**config.mk**
```make
export PLATFORM = sky130hd
export DESIGN_NAME = power_mode_clock_sequencer
export DESIGN_NICKNAME = d
export VERILOG_FILES = /design/src/hdl/pmcs_pkg.sv /design/src/hdl/sync2.sv /design/src/hdl/power_mode_clock_sequencer.sv
export SDC_FILE = /design/constraint.sdc
export NUM_CORES = 1
export LEC_CHECK = 0
export BUFFER_PORTS_ARGS = -buffer_cell sky130_fd_sc_hd__buf_2
export CORE_ASPECT_RATIO = 0.6
export CORE_MARGIN = 3
export CORE_UTILIZATION = 45
export DETAILED_ROUTE_END_ITERATION = 6
export HOLD_SLACK_MARGIN = 0.05
export PLACE_DENSITY = 0.83
export REMOVE_ABC_BUFFERS = 1
export SYNTH_ARGS = -nofsm -noshare
export SYNTH_HDL_FRONTEND = slang
export SYNTH_SLANG_ARGS = --single-unit
```
**constraint.sdc**
```tcl
create_clock -name clk -period 6 [get_ports clk]
set_clock_uncertainty 0.2 [all_clocks]
set_input_delay 1.2 -clock clk [delete_from_list [all_inputs] [get_ports clk]]
set_output_delay 1.2 -clock clk [all_outputs]
set_load 0.05 [all_outputs]
```
**src/hdl/pmcs_pkg.sv**
```systemverilog
// Shared constants and types for the power mode and clock sequencer.
package pmcs_pkg;

  // Clock source select codes.
  localparam logic [2:0] SRC_INTERNAL_RC = 3'h0;
  localparam logic [2:0] SRC_WATCHDOG    = 3'h1;
  localparam logic [2:0] SRC_EXT_CLOCK   = 3'h2;
  localparam logic [2:0] SRC_RTC_32K     = 3'h3;
  localparam logic [2:0] SRC_PLL         = 3'h4;
  localparam logic [2:0] SRC_RESET       = SRC_INTERNAL_RC;

  // Requested power mode codes.
  localparam logic [2:0] MODE_ACTIVE     = 3'h0;
  localparam logic [2:0] MODE_SLEEP      = 3'h1;
  localparam logic [2:0] MODE_DEEP_SLEEP = 3'h2;
  localparam logic [2:0] MODE_POWER_DOWN = 3'h3;
  localparam logic [2:0] MODE_DEEP_PD    = 3'h4;

  // Wake source bit positions.
  localparam int WAKE_PIN     = 0;
  localparam int WAKE_RTC     = 1;
  localparam int WAKE_UTICK   = 2;
  localparam int WAKE_WDOG    = 3;
  localparam int WAKE_BROWN   = 4;
  localparam int WAKE_USART   = 5;
  localparam int WAKE_SPI     = 6;
  localparam int WAKE_I2C     = 7;
  localparam int WAKE_W       = 8;

  // Debug reset restarts fetch here.
  localparam logic [31:0] BOOT_ADDR = 32'h0000_0000;

  // Gate step spacing: one step per this many cycles in deep modes.
  localparam int STEP_NS          = 400;
  localparam int CLK_NS           = 100;
  localparam int STEP_CYCLES      = (STEP_NS + CLK_NS - 1) / CLK_NS;
  // Power down wakes slower than deep sleep.
  localparam int PD_EXTRA_STEPS   = 4;
  localparam logic [3:0] STEP_RST = 4'h0;

  typedef struct packed {
    logic core_clk_en;
    logic periph_clk_en;
    logic src_clk_en;
    logic analog_en;
    logic flash_standby;
    logic flash_off;
    logic keep_32k;
    logic keep_watchdog_osc;
    logic keep_brownout;
    logic main_power;
  } gate_s;

  typedef enum logic [6:0] {
    ST_RUN     = 7'h01,
    ST_GATE    = 7'h02,
    ST_SLEEP   = 7'h04,
    ST_DEEP    = 7'h08,
    ST_DPD     = 7'h10,
    ST_UNGATE  = 7'h20,
    ST_RESUME  = 7'h40
  } pm_state_e;

endpackage

```
**src/hdl/sync2.sv**
```systemverilog
// Two flip-flop synchroniser for a bus of asynchronous levels.
`timescale 1ns/1ps
module sync2 #(
  parameter int W = 1
) (
  // Clock and reset
  input  wire logic         clk,
  input  wire logic         rstn,
  // Data
  input  wire logic [W-1:0] d,
  output logic      [W-1:0] q
);
  logic [W-1:0] meta_ff;

  always_ff @(posedge clk) begin
    if (!rstn) begin
      meta_ff <= '0;
      q       <= '0;
    end else begin
      meta_ff <= d;
      q       <= meta_ff;
    end
  end
endmodule

```
**src/hdl/power_mode_clock_sequencer.sv**
```systemverilog
// Clock source selection, low-power mode sequencing and system safety control.
`timescale 1ns/1ps
// What this block does
// - Reset selects internal RC clock source.
// - Five selectable clock sources offered.
// - Software switches system PLL on/off.
// - Sleep, deep sleep, power down, deep power-down.
// - Sleep stops core clock only; peripheral clocks keep running.
// - Sleep wakes on enabled peripheral interrupt.
// - Deep sleep gates clocks, analog, flash standby.
// - Deep sleep wakes on listed sources.
// - Deep sleep and power down wake need both enable masks set.
// - Power down shuts analog and flash fully.
// - Power down wakes on deep sleep sources.
// - Deep modes keep state; power down slower.
// - Deep power-down wakes only by RTC.
// - Brownout sets sticky flag, irq, reset.
// - Watchdog config locked after enable.
// - Debug reset resets peripherals, restarts boot.
// - Debug pins default to debug function.
module power_mode_clock_sequencer (
  // Clock and reset
  input  wire logic                         clk,
  input  wire logic                         rstn,
  // Clock configuration
  input  wire logic [2:0]                   clk_src_sel,
  input  wire logic                         clk_src_wr,
  input  wire logic                         pll_enable,
  output logic      [2:0]                   clk_src_ff,
  output logic                              pll_on_ff,
  // Power mode request
  input  wire logic [2:0]                   mode_cfg,
  input  wire logic                         keep_32k_cfg,
  input  wire logic                         keep_watchdog_osc_cfg,
  input  wire logic                         keep_brownout_cfg,
  input  wire logic                         core_sleep_req,
  output logic      [6:0]                   pm_state_ff,
  output pmcs_pkg::gate_s                   gate_ff,
  output logic                              core_wake_ff,
  // Wake sources
  input  wire logic [pmcs_pkg::WAKE_W-1:0]  wake_raw,
  input  wire logic [pmcs_pkg::WAKE_W-1:0]  wake_en_cfg,
  input  wire logic [pmcs_pkg::WAKE_W-1:0]  irq_en_ctrl,
  input  wire logic                         periph_irq,
  // Brownout monitor
  input  wire logic                         brownout_below,
  input  wire logic                         brownout_rst_lvl,
  input  wire logic                         brownout_flag_clr,
  input  wire logic                         brownout_irq_en,
  input  wire logic                         brownout_rst_en,
  output logic                              brownout_flag_ff,
  output logic                              brownout_irq_ff,
  // Windowed watchdog configuration
  input  wire logic                         wdog_cfg_wr,
  input  wire logic                         wdog_enable_wr,
  input  wire logic [23:0]                  wdog_reload_wr,
  output logic                              wdog_enabled_ff,
  output logic      [23:0]                  wdog_reload_ff,
  // Debug and resets
  input  wire logic                         debug_system_reset_request,
  output logic                              periph_reset_ff,
  output logic      [31:0]                  boot_addr_ff,
  output logic                              halt_at_entry_ff,
  output logic                              swd_pin_func_ff
);

  pmcs_pkg::pm_state_e              state_ff;
  pmcs_pkg::pm_state_e              nxt_state;
  logic [2:0]                       mode_ff;
  logic [3:0]                       step_ff;
  logic [pmcs_pkg::WAKE_W-1:0]      wake_s;
  logic [1:0]                       brown_s;
  logic                             dbg_s;
  logic                             dbg_d_ff;
  logic                             wake_hit;
  logic                             step_done;
  logic [3:0]                       step_lim;

  // Wake lines and monitor levels arrive from other domains.
  sync2 #(.W(pmcs_pkg::WAKE_W + 3)) u_sync (
    .clk  (clk),
    .rstn (rstn),
    .d    ({wake_raw, brownout_below, brownout_rst_lvl, debug_system_reset_request}),
    .q    ({wake_s, brown_s, dbg_s})
  );

  // Serial units only assert their wake lines in slave mode, which software arranges.
  always_comb begin
    wake_hit = 1'b0;
    unique case (mode_ff)
      pmcs_pkg::MODE_SLEEP:   wake_hit = periph_irq | (|(wake_s & irq_en_ctrl));
      pmcs_pkg::MODE_DEEP_PD: wake_hit = wake_s[pmcs_pkg::WAKE_RTC];
      default:                wake_hit = |(wake_s & wake_en_cfg & irq_en_ctrl);
    endcase
  end

  // Power down takes extra steps to come back.
  assign step_lim  = (mode_ff == pmcs_pkg::MODE_POWER_DOWN) ?
                     4'(pmcs_pkg::STEP_CYCLES + pmcs_pkg::PD_EXTRA_STEPS) :
                     4'(pmcs_pkg::STEP_CYCLES);
  assign step_done = (step_ff >= step_lim - 4'h1);

  always_comb begin
    nxt_state = state_ff;
    unique case (state_ff)
      pmcs_pkg::ST_RUN:
        if (core_sleep_req && mode_ff != pmcs_pkg::MODE_ACTIVE) begin
          nxt_state = (mode_ff == pmcs_pkg::MODE_SLEEP) ? pmcs_pkg::ST_SLEEP : pmcs_pkg::ST_GATE;
        end
      pmcs_pkg::ST_GATE:
        if (step_done) begin
          nxt_state = (mode_ff == pmcs_pkg::MODE_DEEP_PD) ? pmcs_pkg::ST_DPD : pmcs_pkg::ST_DEEP;
        end
      pmcs_pkg::ST_SLEEP:
        if (wake_hit) begin
          nxt_state = pmcs_pkg::ST_RESUME;
        end
      pmcs_pkg::ST_DEEP:
        if (wake_hit) begin
          nxt_state = pmcs_pkg::ST_UNGATE;
        end
      pmcs_pkg::ST_DPD:
        if (wake_hit) begin
          nxt_state = pmcs_pkg::ST_UNGATE;
        end
      pmcs_pkg::ST_UNGATE:
        if (step_done) begin
          nxt_state = pmcs_pkg::ST_RESUME;
        end
      pmcs_pkg::ST_RESUME:
        nxt_state = pmcs_pkg::ST_RUN;
      default:
        nxt_state = pmcs_pkg::ST_RUN;
    endcase
  end

  always_ff @(posedge clk) begin
    if (!rstn || periph_reset_ff) begin
      state_ff <= pmcs_pkg::ST_RUN;
      step_ff  <= pmcs_pkg::STEP_RST;
    end else begin
      state_ff <= nxt_state;
      step_ff  <= (nxt_state != state_ff) ? pmcs_pkg::STEP_RST : step_ff + 4'h1;
    end
  end

  // The mode is latched only while running so a change mid-sequence cannot tear it.
  always_ff @(posedge clk) begin
    if (!rstn) begin
      mode_ff <= pmcs_pkg::MODE_ACTIVE;
    end else if (state_ff == pmcs_pkg::ST_RUN && mode_cfg <= pmcs_pkg::MODE_DEEP_PD) begin
      mode_ff <= mode_cfg;
    end
  end

  // Gating: core clock drops first, power and flash last; wake reverses that order.
  // A peripheral reset also reopens every gate, since it forces the sequence back to run.
  always_ff @(posedge clk) begin
    if (!rstn || periph_reset_ff) begin
      gate_ff <= '{1'b1, 1'b1, 1'b1, 1'b1, 1'b0, 1'b0, 1'b1, 1'b1, 1'b1, 1'b1};
    end else begin
      unique case (nxt_state)
        pmcs_pkg::ST_SLEEP: begin
          gate_ff.core_clk_en <= 1'b0;
        end
        pmcs_pkg::ST_GATE: begin
          gate_ff.core_clk_en   <= 1'b0;
          gate_ff.periph_clk_en <= 1'b0;
        end
        pmcs_pkg::ST_DEEP: begin
          gate_ff.src_clk_en    <= 1'b0;
          gate_ff.analog_en     <= 1'b0;
          gate_ff.flash_standby <= (mode_ff == pmcs_pkg::MODE_DEEP_SLEEP);
          gate_ff.flash_off     <= (mode_ff == pmcs_pkg::MODE_POWER_DOWN);
          gate_ff.keep_32k      <= keep_32k_cfg;
          gate_ff.keep_watchdog_osc    <= keep_watchdog_osc_cfg;
          gate_ff.keep_brownout <= keep_brownout_cfg;
        end
        pmcs_pkg::ST_DPD: begin
          gate_ff.src_clk_en    <= 1'b0;
          gate_ff.analog_en     <= 1'b0;
          gate_ff.flash_off     <= 1'b1;
          gate_ff.keep_32k      <= 1'b1;
          gate_ff.keep_watchdog_osc    <= 1'b0;
          gate_ff.keep_brownout <= 1'b0;
          gate_ff.main_power    <= 1'b0;
        end
        pmcs_pkg::ST_UNGATE: begin
          gate_ff.main_power    <= 1'b1;
          gate_ff.src_clk_en    <= 1'b1;
          gate_ff.analog_en     <= 1'b1;
          gate_ff.flash_standby <= 1'b0;
          gate_ff.flash_off     <= 1'b0;
          gate_ff.keep_32k      <= 1'b1;
          gate_ff.keep_watchdog_osc    <= 1'b1;
          gate_ff.keep_brownout <= 1'b1;
        end
        pmcs_pkg::ST_RESUME: begin
          gate_ff.periph_clk_en <= 1'b1;
          gate_ff.core_clk_en   <= 1'b1;
        end
        default: begin
          gate_ff <= gate_ff;
        end
      endcase
    end
  end

  // Follows the state register through every reset so the visible state never drifts.
  always_ff @(posedge clk) begin
    if (!rstn || periph_reset_ff) begin
      core_wake_ff <= 1'b0;
      pm_state_ff  <= pmcs_pkg::ST_RUN;
    end else begin
      core_wake_ff <= (nxt_state == pmcs_pkg::ST_RESUME);
      pm_state_ff  <= nxt_state;
    end
  end

  // Clock source: any reset returns to the internal RC oscillator.
  always_ff @(posedge clk) begin
    if (!rstn || periph_reset_ff) begin
      clk_src_ff <= pmcs_pkg::SRC_RESET;
      pll_on_ff  <= 1'b0;
    end else begin
      pll_on_ff <= pll_enable;
      if (clk_src_wr && clk_src_sel <= pmcs_pkg::SRC_PLL) begin
        clk_src_ff <= clk_src_sel;
      end
    end
  end

  // A new drop below the fixed level wins over a clear in the same cycle.
  always_ff @(posedge clk) begin
    if (!rstn) begin
      brownout_flag_ff <= 1'b0;
      brownout_irq_ff  <= 1'b0;
    end else begin
      if (brown_s[1]) begin
        brownout_flag_ff <= 1'b1;
      end else if (brownout_flag_clr) begin
        brownout_flag_ff <= 1'b0;
      end
      brownout_irq_ff <= brownout_irq_en & (brown_s[1] | brownout_flag_ff);
    end
  end

  // Once enabled, the watchdog ignores all configuration until reset.
  always_ff @(posedge clk) begin
    if (!rstn || periph_reset_ff) begin
      wdog_enabled_ff <= 1'b0;
      wdog_reload_ff  <= 24'hFFFFFF;
    end else if (wdog_cfg_wr && !wdog_enabled_ff) begin
      wdog_enabled_ff <= wdog_enable_wr;
      wdog_reload_ff  <= wdog_reload_wr;
    end
  end

  // Debug reset pulses peripheral reset and restarts boot, halting at entry; brownout reset holds peripheral reset while its level stays set.
  always_ff @(posedge clk) begin
    if (!rstn) begin
      dbg_d_ff         <= 1'b0;
      periph_reset_ff  <= 1'b0;
      boot_addr_ff     <= pmcs_pkg::BOOT_ADDR;
      halt_at_entry_ff <= 1'b0;
      swd_pin_func_ff  <= 1'b1;
    end else begin
      dbg_d_ff        <= dbg_s;
      periph_reset_ff <= (dbg_s & ~dbg_d_ff) | (brownout_rst_en & brown_s[0]);
      boot_addr_ff    <= pmcs_pkg::BOOT_ADDR;
      if (dbg_s & ~dbg_d_ff) begin
        halt_at_entry_ff <= 1'b1;
      end else if (core_sleep_req) begin
        halt_at_entry_ff <= halt_at_entry_ff;
      end
      if (periph_reset_ff) begin
        swd_pin_func_ff <= 1'b1;
      end
    end
  end

  // Assertions.
  a_reset_src_irc: assert property (@(posedge clk) disable iff (!rstn)
    periph_reset_ff |=> clk_src_ff == pmcs_pkg::SRC_RESET)
    else $error("clock source not internal RC after reset");
  a_sleep_core_off: assert property (@(posedge clk) disable iff (!rstn)
    state_ff == pmcs_pkg::ST_SLEEP |-> !gate_ff.core_clk_en)
    else $error("core clock running in sleep");
  a_deep_gates: assert property (@(posedge clk) disable iff (!rstn)
    state_ff == pmcs_pkg::ST_DEEP |-> !gate_ff.analog_en && !gate_ff.src_clk_en)
    else $error("analog or sources on in deep mode");
  a_wdog_locked: assert property (@(posedge clk) disable iff (!rstn || periph_reset_ff)
    wdog_enabled_ff && !periph_reset_ff |=>
    wdog_enabled_ff && $stable(wdog_reload_ff))
    else $error("watchdog config changed after enable");
  a_brown_sticky: assert property (@(posedge clk) disable iff (!rstn)
    brown_s[1] |=> brownout_flag_ff)
    else $error("brownout flag not set");
  a_dpd_rtc_only: assert property (@(posedge clk) disable iff (!rstn)
    state_ff == pmcs_pkg::ST_DPD && !wake_s[pmcs_pkg::WAKE_RTC] |=> state_ff == pmcs_pkg::ST_DPD)
    else $error("deep power-down left without RTC");
  a_dbg_reset: assert property (@(posedge clk) disable iff (!rstn)
    dbg_s && !dbg_d_ff |=> periph_reset_ff && boot_addr_ff == pmcs_pkg::BOOT_ADDR)
    else $error("debug reset did not reset peripherals");
  a_wake_resume: assert property (@(posedge clk) disable iff (!rstn)
    state_ff == pmcs_pkg::ST_SLEEP && wake_hit |=> state_ff == pmcs_pkg::ST_RESUME ##1 gate_ff.core_clk_en)
    else $error("sleep wake did not resume core");
  a_sleep_entry: assert property (@(posedge clk) disable iff (!rstn)
    state_ff == pmcs_pkg::ST_RUN && core_sleep_req && mode_ff == pmcs_pkg::MODE_ACTIVE |=> state_ff == pmcs_pkg::ST_RUN)
    else $error("low-power entry while mode active");
  c_sleep: cover property (@(posedge clk) state_ff == pmcs_pkg::ST_SLEEP);
  c_deep_wake: cover property (@(posedge clk) state_ff == pmcs_pkg::ST_DEEP ##1 state_ff == pmcs_pkg::ST_UNGATE);
  c_dpd: cover property (@(posedge clk) state_ff == pmcs_pkg::ST_DPD);
  c_wdog_lock: cover property (@(posedge clk) wdog_enabled_ff && wdog_cfg_wr);

endmodule

```
Word-level counts from Yosys, hierarchy flattened
Cells that the tools add are included. Widths: inputs -> output; s select.

$add $sub $neg: 2. Magnitude comparators: 3. Eq/ne operators: 17. Mux-type cells: 18. Bitwise operators: 10. Reduce and logical (&&, ||, !) cells: 21.

Operators with widths (count): $mux 7 (5); $pmux 7 s5 (1); $and 8x8->8 (3); $reduce_or 8->1 (2); $eq 7x2->1 const B (2); $eq 7x3->1 const B (2); $eq 7x4->1 const B (2); $eq 7x5->1 const B (2); $eq 7x6->1 const B (2); $pmux 4 s3 (1); $reduce_bool 2->1 (6); $pmux 1 s2 (5); $reduce_or 2->1 (4); $eq 7x1->1 const B (1); $eq 7x7->1 const B (1); $ne 7x7->1 (1); $eq 3x2->1 const B (2); $le 3x3->1 const B (2); $reduce_bool 3->1 (2); $mux 5 (1); $add 4x1->4 const B (1); $ge 4x4->1 (1); $logic_and 1x1->1 (4); $mux 4 (1); 11 further kinds (17).

Bits in registers: 81. Input port bits: 71. Output and inout bits: 84.

Depth between registers and ports, before layout
Depth in word-level cells: 9. Depth in mapped cells: 10. Gate-level depth less buffers: 9.

Modules after synthesis
From an unflattened synthesis, not the netlist that was laid out.

Cells, all modules: 402. Area, all modules: 3563.4 um^2.

By module, submodules not included: power_mode_clock_sequencer (times used 1, cells each 356, area an instance 2942.8 um^2, sequential area each 1161.1 um^2); sync2 (times used 1, cells each 46, area an instance 620.6 um^2, sequential area each 440.4 um^2).

Worst setup path after synthesis
No wires, ideal clock.

Path type: input to register. Start point: input port irq_en_ctrl[1] in the netlist's numbering. End point: register gate_ff[1] in the netlist's numbering. Library setup time: 0.123 ns. Data arrival time: 2.811 ns. Required time: 5.677 ns. Path slack: 2.866 ns. Cell stages on the path: 7. Buffers on the path: 0. Path through: a22o_1 a221oi_1 and3_1 o211ai_1 o21bai_1 nor2_1 a221o_2.

Longest elaborated chain between the ends: 8. Elaborated cells between the ends (all ways): 14. Those cells by class: 3 x eq/ne; 5 x mux; 3 x bitwise; 3 x reduce/logical.

RTL lines: from (decl) (line power_mode_clock_sequencer.sv:43) `input wire logic [pmcs_pkg::WAKE_W-1:0] irq_en_ctrl,`; $and 8x8->8 (line power_mode_clock_sequencer.sv:91) `pmcs_pkg::MODE_SLEEP: wake_hit = periph_irq | (|(wake_s & irq_en_ctrl));`; $reduce_or 8->1 (line power_mode_clock_sequencer.sv:91); $or 1x1->1 (line power_mode_clock_sequencer.sv:91); $pmux 1 s2 * (line power_mode_clock_sequencer.sv:90) `unique case (mode_ff)`; $mux 7, on equally long branches (line power_mode_clock_sequencer.sv:119, power_mode_clock_sequencer.sv:123, power_mode_clock_sequencer.sv:115); $pmux 7 s5 * (line power_mode_clock_sequencer.sv:105) `unique case (state_ff)`; $eq 7x6->1 (tied with other cells) (line power_mode_clock_sequencer.sv:162) `unique case (nxt_state)`; $pmux 4 s3 / $reduce_bool 3->1 (equally long branches); to (signal assigned) (line power_mode_clock_sequencer.sv:160) `gate_ff <= '{1'b1, 1'b1, 1'b1, 1'b1, 1'b0, 1'b0, 1'b1, 1'b1, 1'b1, 1'b1};`; to (decl) (line power_mode_clock_sequencer.sv:38) `output pmcs_pkg::gate_s gate_ff,`.

Every way passes the cells marked *; elsewhere a longest branch is shown, timed or not. A chain may end at the register's enable or synchronous reset.

Worst setup path in the final report
Ends and elaborated chain as after synthesis.

==> summary.txt <==
Clocking
  – Worst skew pair latency: 0.33 ns
  – CTS tree: yes
  – # hold bufs at CTS: 0
  – TritonCTS Buffers: 9
  – CTS resizes: 0
  – H-tree level count: 3
  – Post-CTS setup buffers: 0
  – Clock sink count: 80
  – Root cell of the clock tree: clkbuf_16
  – CTS clk-pin slew, worst paths: 0.06 ns
  – Max Buffers Root-to-Sink: 2

GRT
  – Vias in the first global route: roughly 2700
  – GRT Overall Usage: 0.187
  – Initial antenna violation count: 0
  – Grt ovf: 0
  – First-pass GRT wire length: 12500 um
  – Pin count of the biggest net entering global routing: 33

Setup path
  – Worst endpoint required time: 6.02 ns
  – CP Capture Type: flop
  – Critical-path cell list: buf_2, a22o_1, a221oi_1, and3_1, o211ai_1, o21bai_1, nor2_1, a221o_2
  – CP Buf/Inv Count: 1
  – Nature of the critical path startpoint: primary input
  – Worst Reg-to-Reg Cells: 9
  – CP Max Fanout: 7
  – Worst path depth: 8
  – Setup CP Type: in2reg
  – Critical-path top delay cell: o21bai_1
  – Critical path's top delay family: compound AO/OA/AOI/OAI gates
  – Max stage delay on crit path: ~0.47 ns
  – Critical Path AT: between 3 and 4 ns

Timing
  – RSZ-0062 raised after global routing: no
  – Setup_tns: 0 ns
  – Slew headroom: 0.406
  – Crit path time final: roughly 3.2 ns
  – Max Clk Rate: approximately 310 MHz
  – # setup viols final: 0
  – Final worst slack: around 2.8 ns
  – Final Max Slew Viols: 0
  – Final hold vios: 0
  – WHS: 0.232 ns
  – Slew at the pin closest to its max-slew limit: 0.891 ns
  – Final period utilization: 0.532

Run
  – Max cap viols: 0

Finish
  – Layout cell share with drive strength beyond 1: 0.299
  – Area growth, synth to finish: 24.4%
  – Fill cell count: roughly 620
  – Final Util: 0.599
  – Multi-input gate area: roughly 1500 um2
  – Register area: ~1600 um2
  – ANT cells: 0
  – Fin nets: 567
  – Design area: between 4000 and 5000 um2

Floorplanning
  – CORE AREA: 6940 um2
  – DIE AREA: approximately 8500 um2
  – Chip height: just over 70 um
  – Die W: about 120 um
  – Row count: 23
  – IO Count: between 150 and 200
  – Initial Util: 0.482

Synth
  – Post-synthesis instance total: around 380
  – Distinct cells, synth: 51
  – Syn_area_per_cell: a little under 9 um2
  – Post-synth ARST share: 0
  – Syn Std Cell Area: ~3300 um2
  – Yosys warnings: 0
  – Sequential share of the synthesized area: 0.479
  – #FFs+latches synth: 80
  – Top_reg_cell synth: dfxtp_1
  – Number of flops mapped to enable cells by yosys: 0

Detailed routing
  – DR vias/cell: around 4.8
  – Routed Antenna Nets: 0
  – Vias: around 2800
  – WL per Instance: between 10 and 15 um
  – Residual DRC: 0
  – Post-detailed-routing wire length: 7660 um
  – DRT iter0 DRCs: 150
  – Pre-antenna DRT Iters: 5

Worst hold path
  – Worst Hold Class: reg2reg
  – Worst hold path stage count: 1

Pwr
  – Maximum VDD drop: a little under 0.0002 V
  – Leakage: around 0.0020 uW
  – Pwr/cell area: around 330 nW/um2

Place
  – Placed cell area: 3860 um2
  – DP HPWL: between 5000 and 6000 um
  – Pre-CTS setup slack: about 2.5 ns
  – I/O Buffers: 121
  – GPL Wtd Cong: about 0.8

Status
  – Outcome: finished clean
state kept, by name, indices dropped and copies added (netlist names), 3 cells and up:
signal          cells
clk_src_ff          3
gate_ff             9
mode_ff             3
pm_state_ff         7
step_ff             4
u_sync.meta_ff     11
u_sync.q           11
wdog_reload_ff     24
path summary, 6_finish.rpt:
kind                           startpoint  slack (ns)                 endpoint
max                        irq_en_ctrl[1]        2.81  gate_ff[1]$_SDFFE_PP1P_
min          u_sync.meta_ff[2]$_SDFF_PN0_        0.23   u_sync.q[2]$_SDFF_PN0_
max reg2reg       mode_ff[0]$_SDFFE_PN0P_        3.26  gate_ff[1]$_SDFFE_PP1P_
min reg2reg  u_sync.meta_ff[2]$_SDFF_PN0_        0.23   u_sync.q[2]$_SDFF_PN0_
cell usage in the layout, fill, tap and decap left out, drive strengths merged, types with 3 or more instances in the layout:
master    instances
a21o              6
a21oi            11
and2             28
and3              4
buf             123
clkbuf           10
clkinv            3
clkinvlp          3
conb             33
dfxtp            80
nand2            65
nand3            33
nand3b            4
nand4             3
nor2             26
nor2b             8
nor3              5
o21ai            11
xnor2             3
through the flow:
step	power, uW	instances
final	1350	599
after global routing	1410	599
after CTS	1370	599
after detailed placement	825	583
after global placement	820	583
after floorplan	760	360
layout make-up:
cell class | instances | share of cell area
timing repair buffer | 123 | 0.149
tap | 100 | 0.0301
inverter | 2 | 0.00211
multi-input combinational | 278 | 0.361
sequential | 80 | 0.385
clock inverter | 6 | 0.0169
clock buffer | 10 | 0.0551
logic make-up (layout without fill, tap and decap cells):
logic type                 Yosys count  after routing  synth area share
AOI/OAI and AO/OA                   53             53             0.119
xor gates and xnor gates             5              5            0.0131
adders and majority gates            2              2           0.00748
buffers and inverters               57            141             0.107
DFF                                 80             80             0.479
muxes                                2              2           0.00599
other                                2             33           0.00225
and+or+nand+nor                    183            183             0.266
routing by layer:
layer  track usage  part of all wire  up-vias
met5             0                 0        -
met4        0.0700             0.016        0
met3        0.0820             0.088       14
li1              -                 -     1445
met1         0.233              0.44     1280
met2         0.287              0.46      109
synthesized netlist by cell type (2+ instances only):
cell       n  area [um2]
a21o_1     5        37.5
o22ai_1    2        12.5
ha_1       2        25.0
nand2_1   65         244
nand4_1    3        18.8
nor2b_1    8        50.1
and2_1    28         175
a22o_1     2        17.5
nand3_1   33         165
o21a_1     2        15.0
o211ai_1   2        15.0
mux2i_1    2        20.0
a21oi_2    3        26.3
buf_2      3        15.0
xor2_1     2        17.5
nor2_1    26        97.6
conb_1     2        7.51
dfxtp_1   80        1600
a221o_2    2        22.5
a221oi_1   2        17.5
o21ai_0   11        55.1
xnor2_1    3        26.3
buf_4     35         263
nand2b_1   2        12.5
clkbuf_1  15        56.3
and3_1     4        25.0
nand3b_1   4        30.0
nor3_1     5        25.0
a21boi_0   2        15.0
a21oi_1    8        40.0
report_power, final:
group	switching [uW]	leakage, uW	internal (uW)
logic	174	0.00117	60.9
registers	18.3	0.000658	561
clock network	214	0.000135	323
total	407	0.00196	945
worst reg2reg max path, cell delays in order, from the launching register on:
cell      delay [ns]
dfxtp_1         0.51
nand3b_1        0.15
ha_1            0.31
a211o_1         0.15
and3_1          0.21
nand3b_1        0.15
a21oi_1         0.22
o21bai_1        0.26
nor2_1          0.13
a221o_2         0.35
Note: power is estimated with default switching activity, not from simulation.
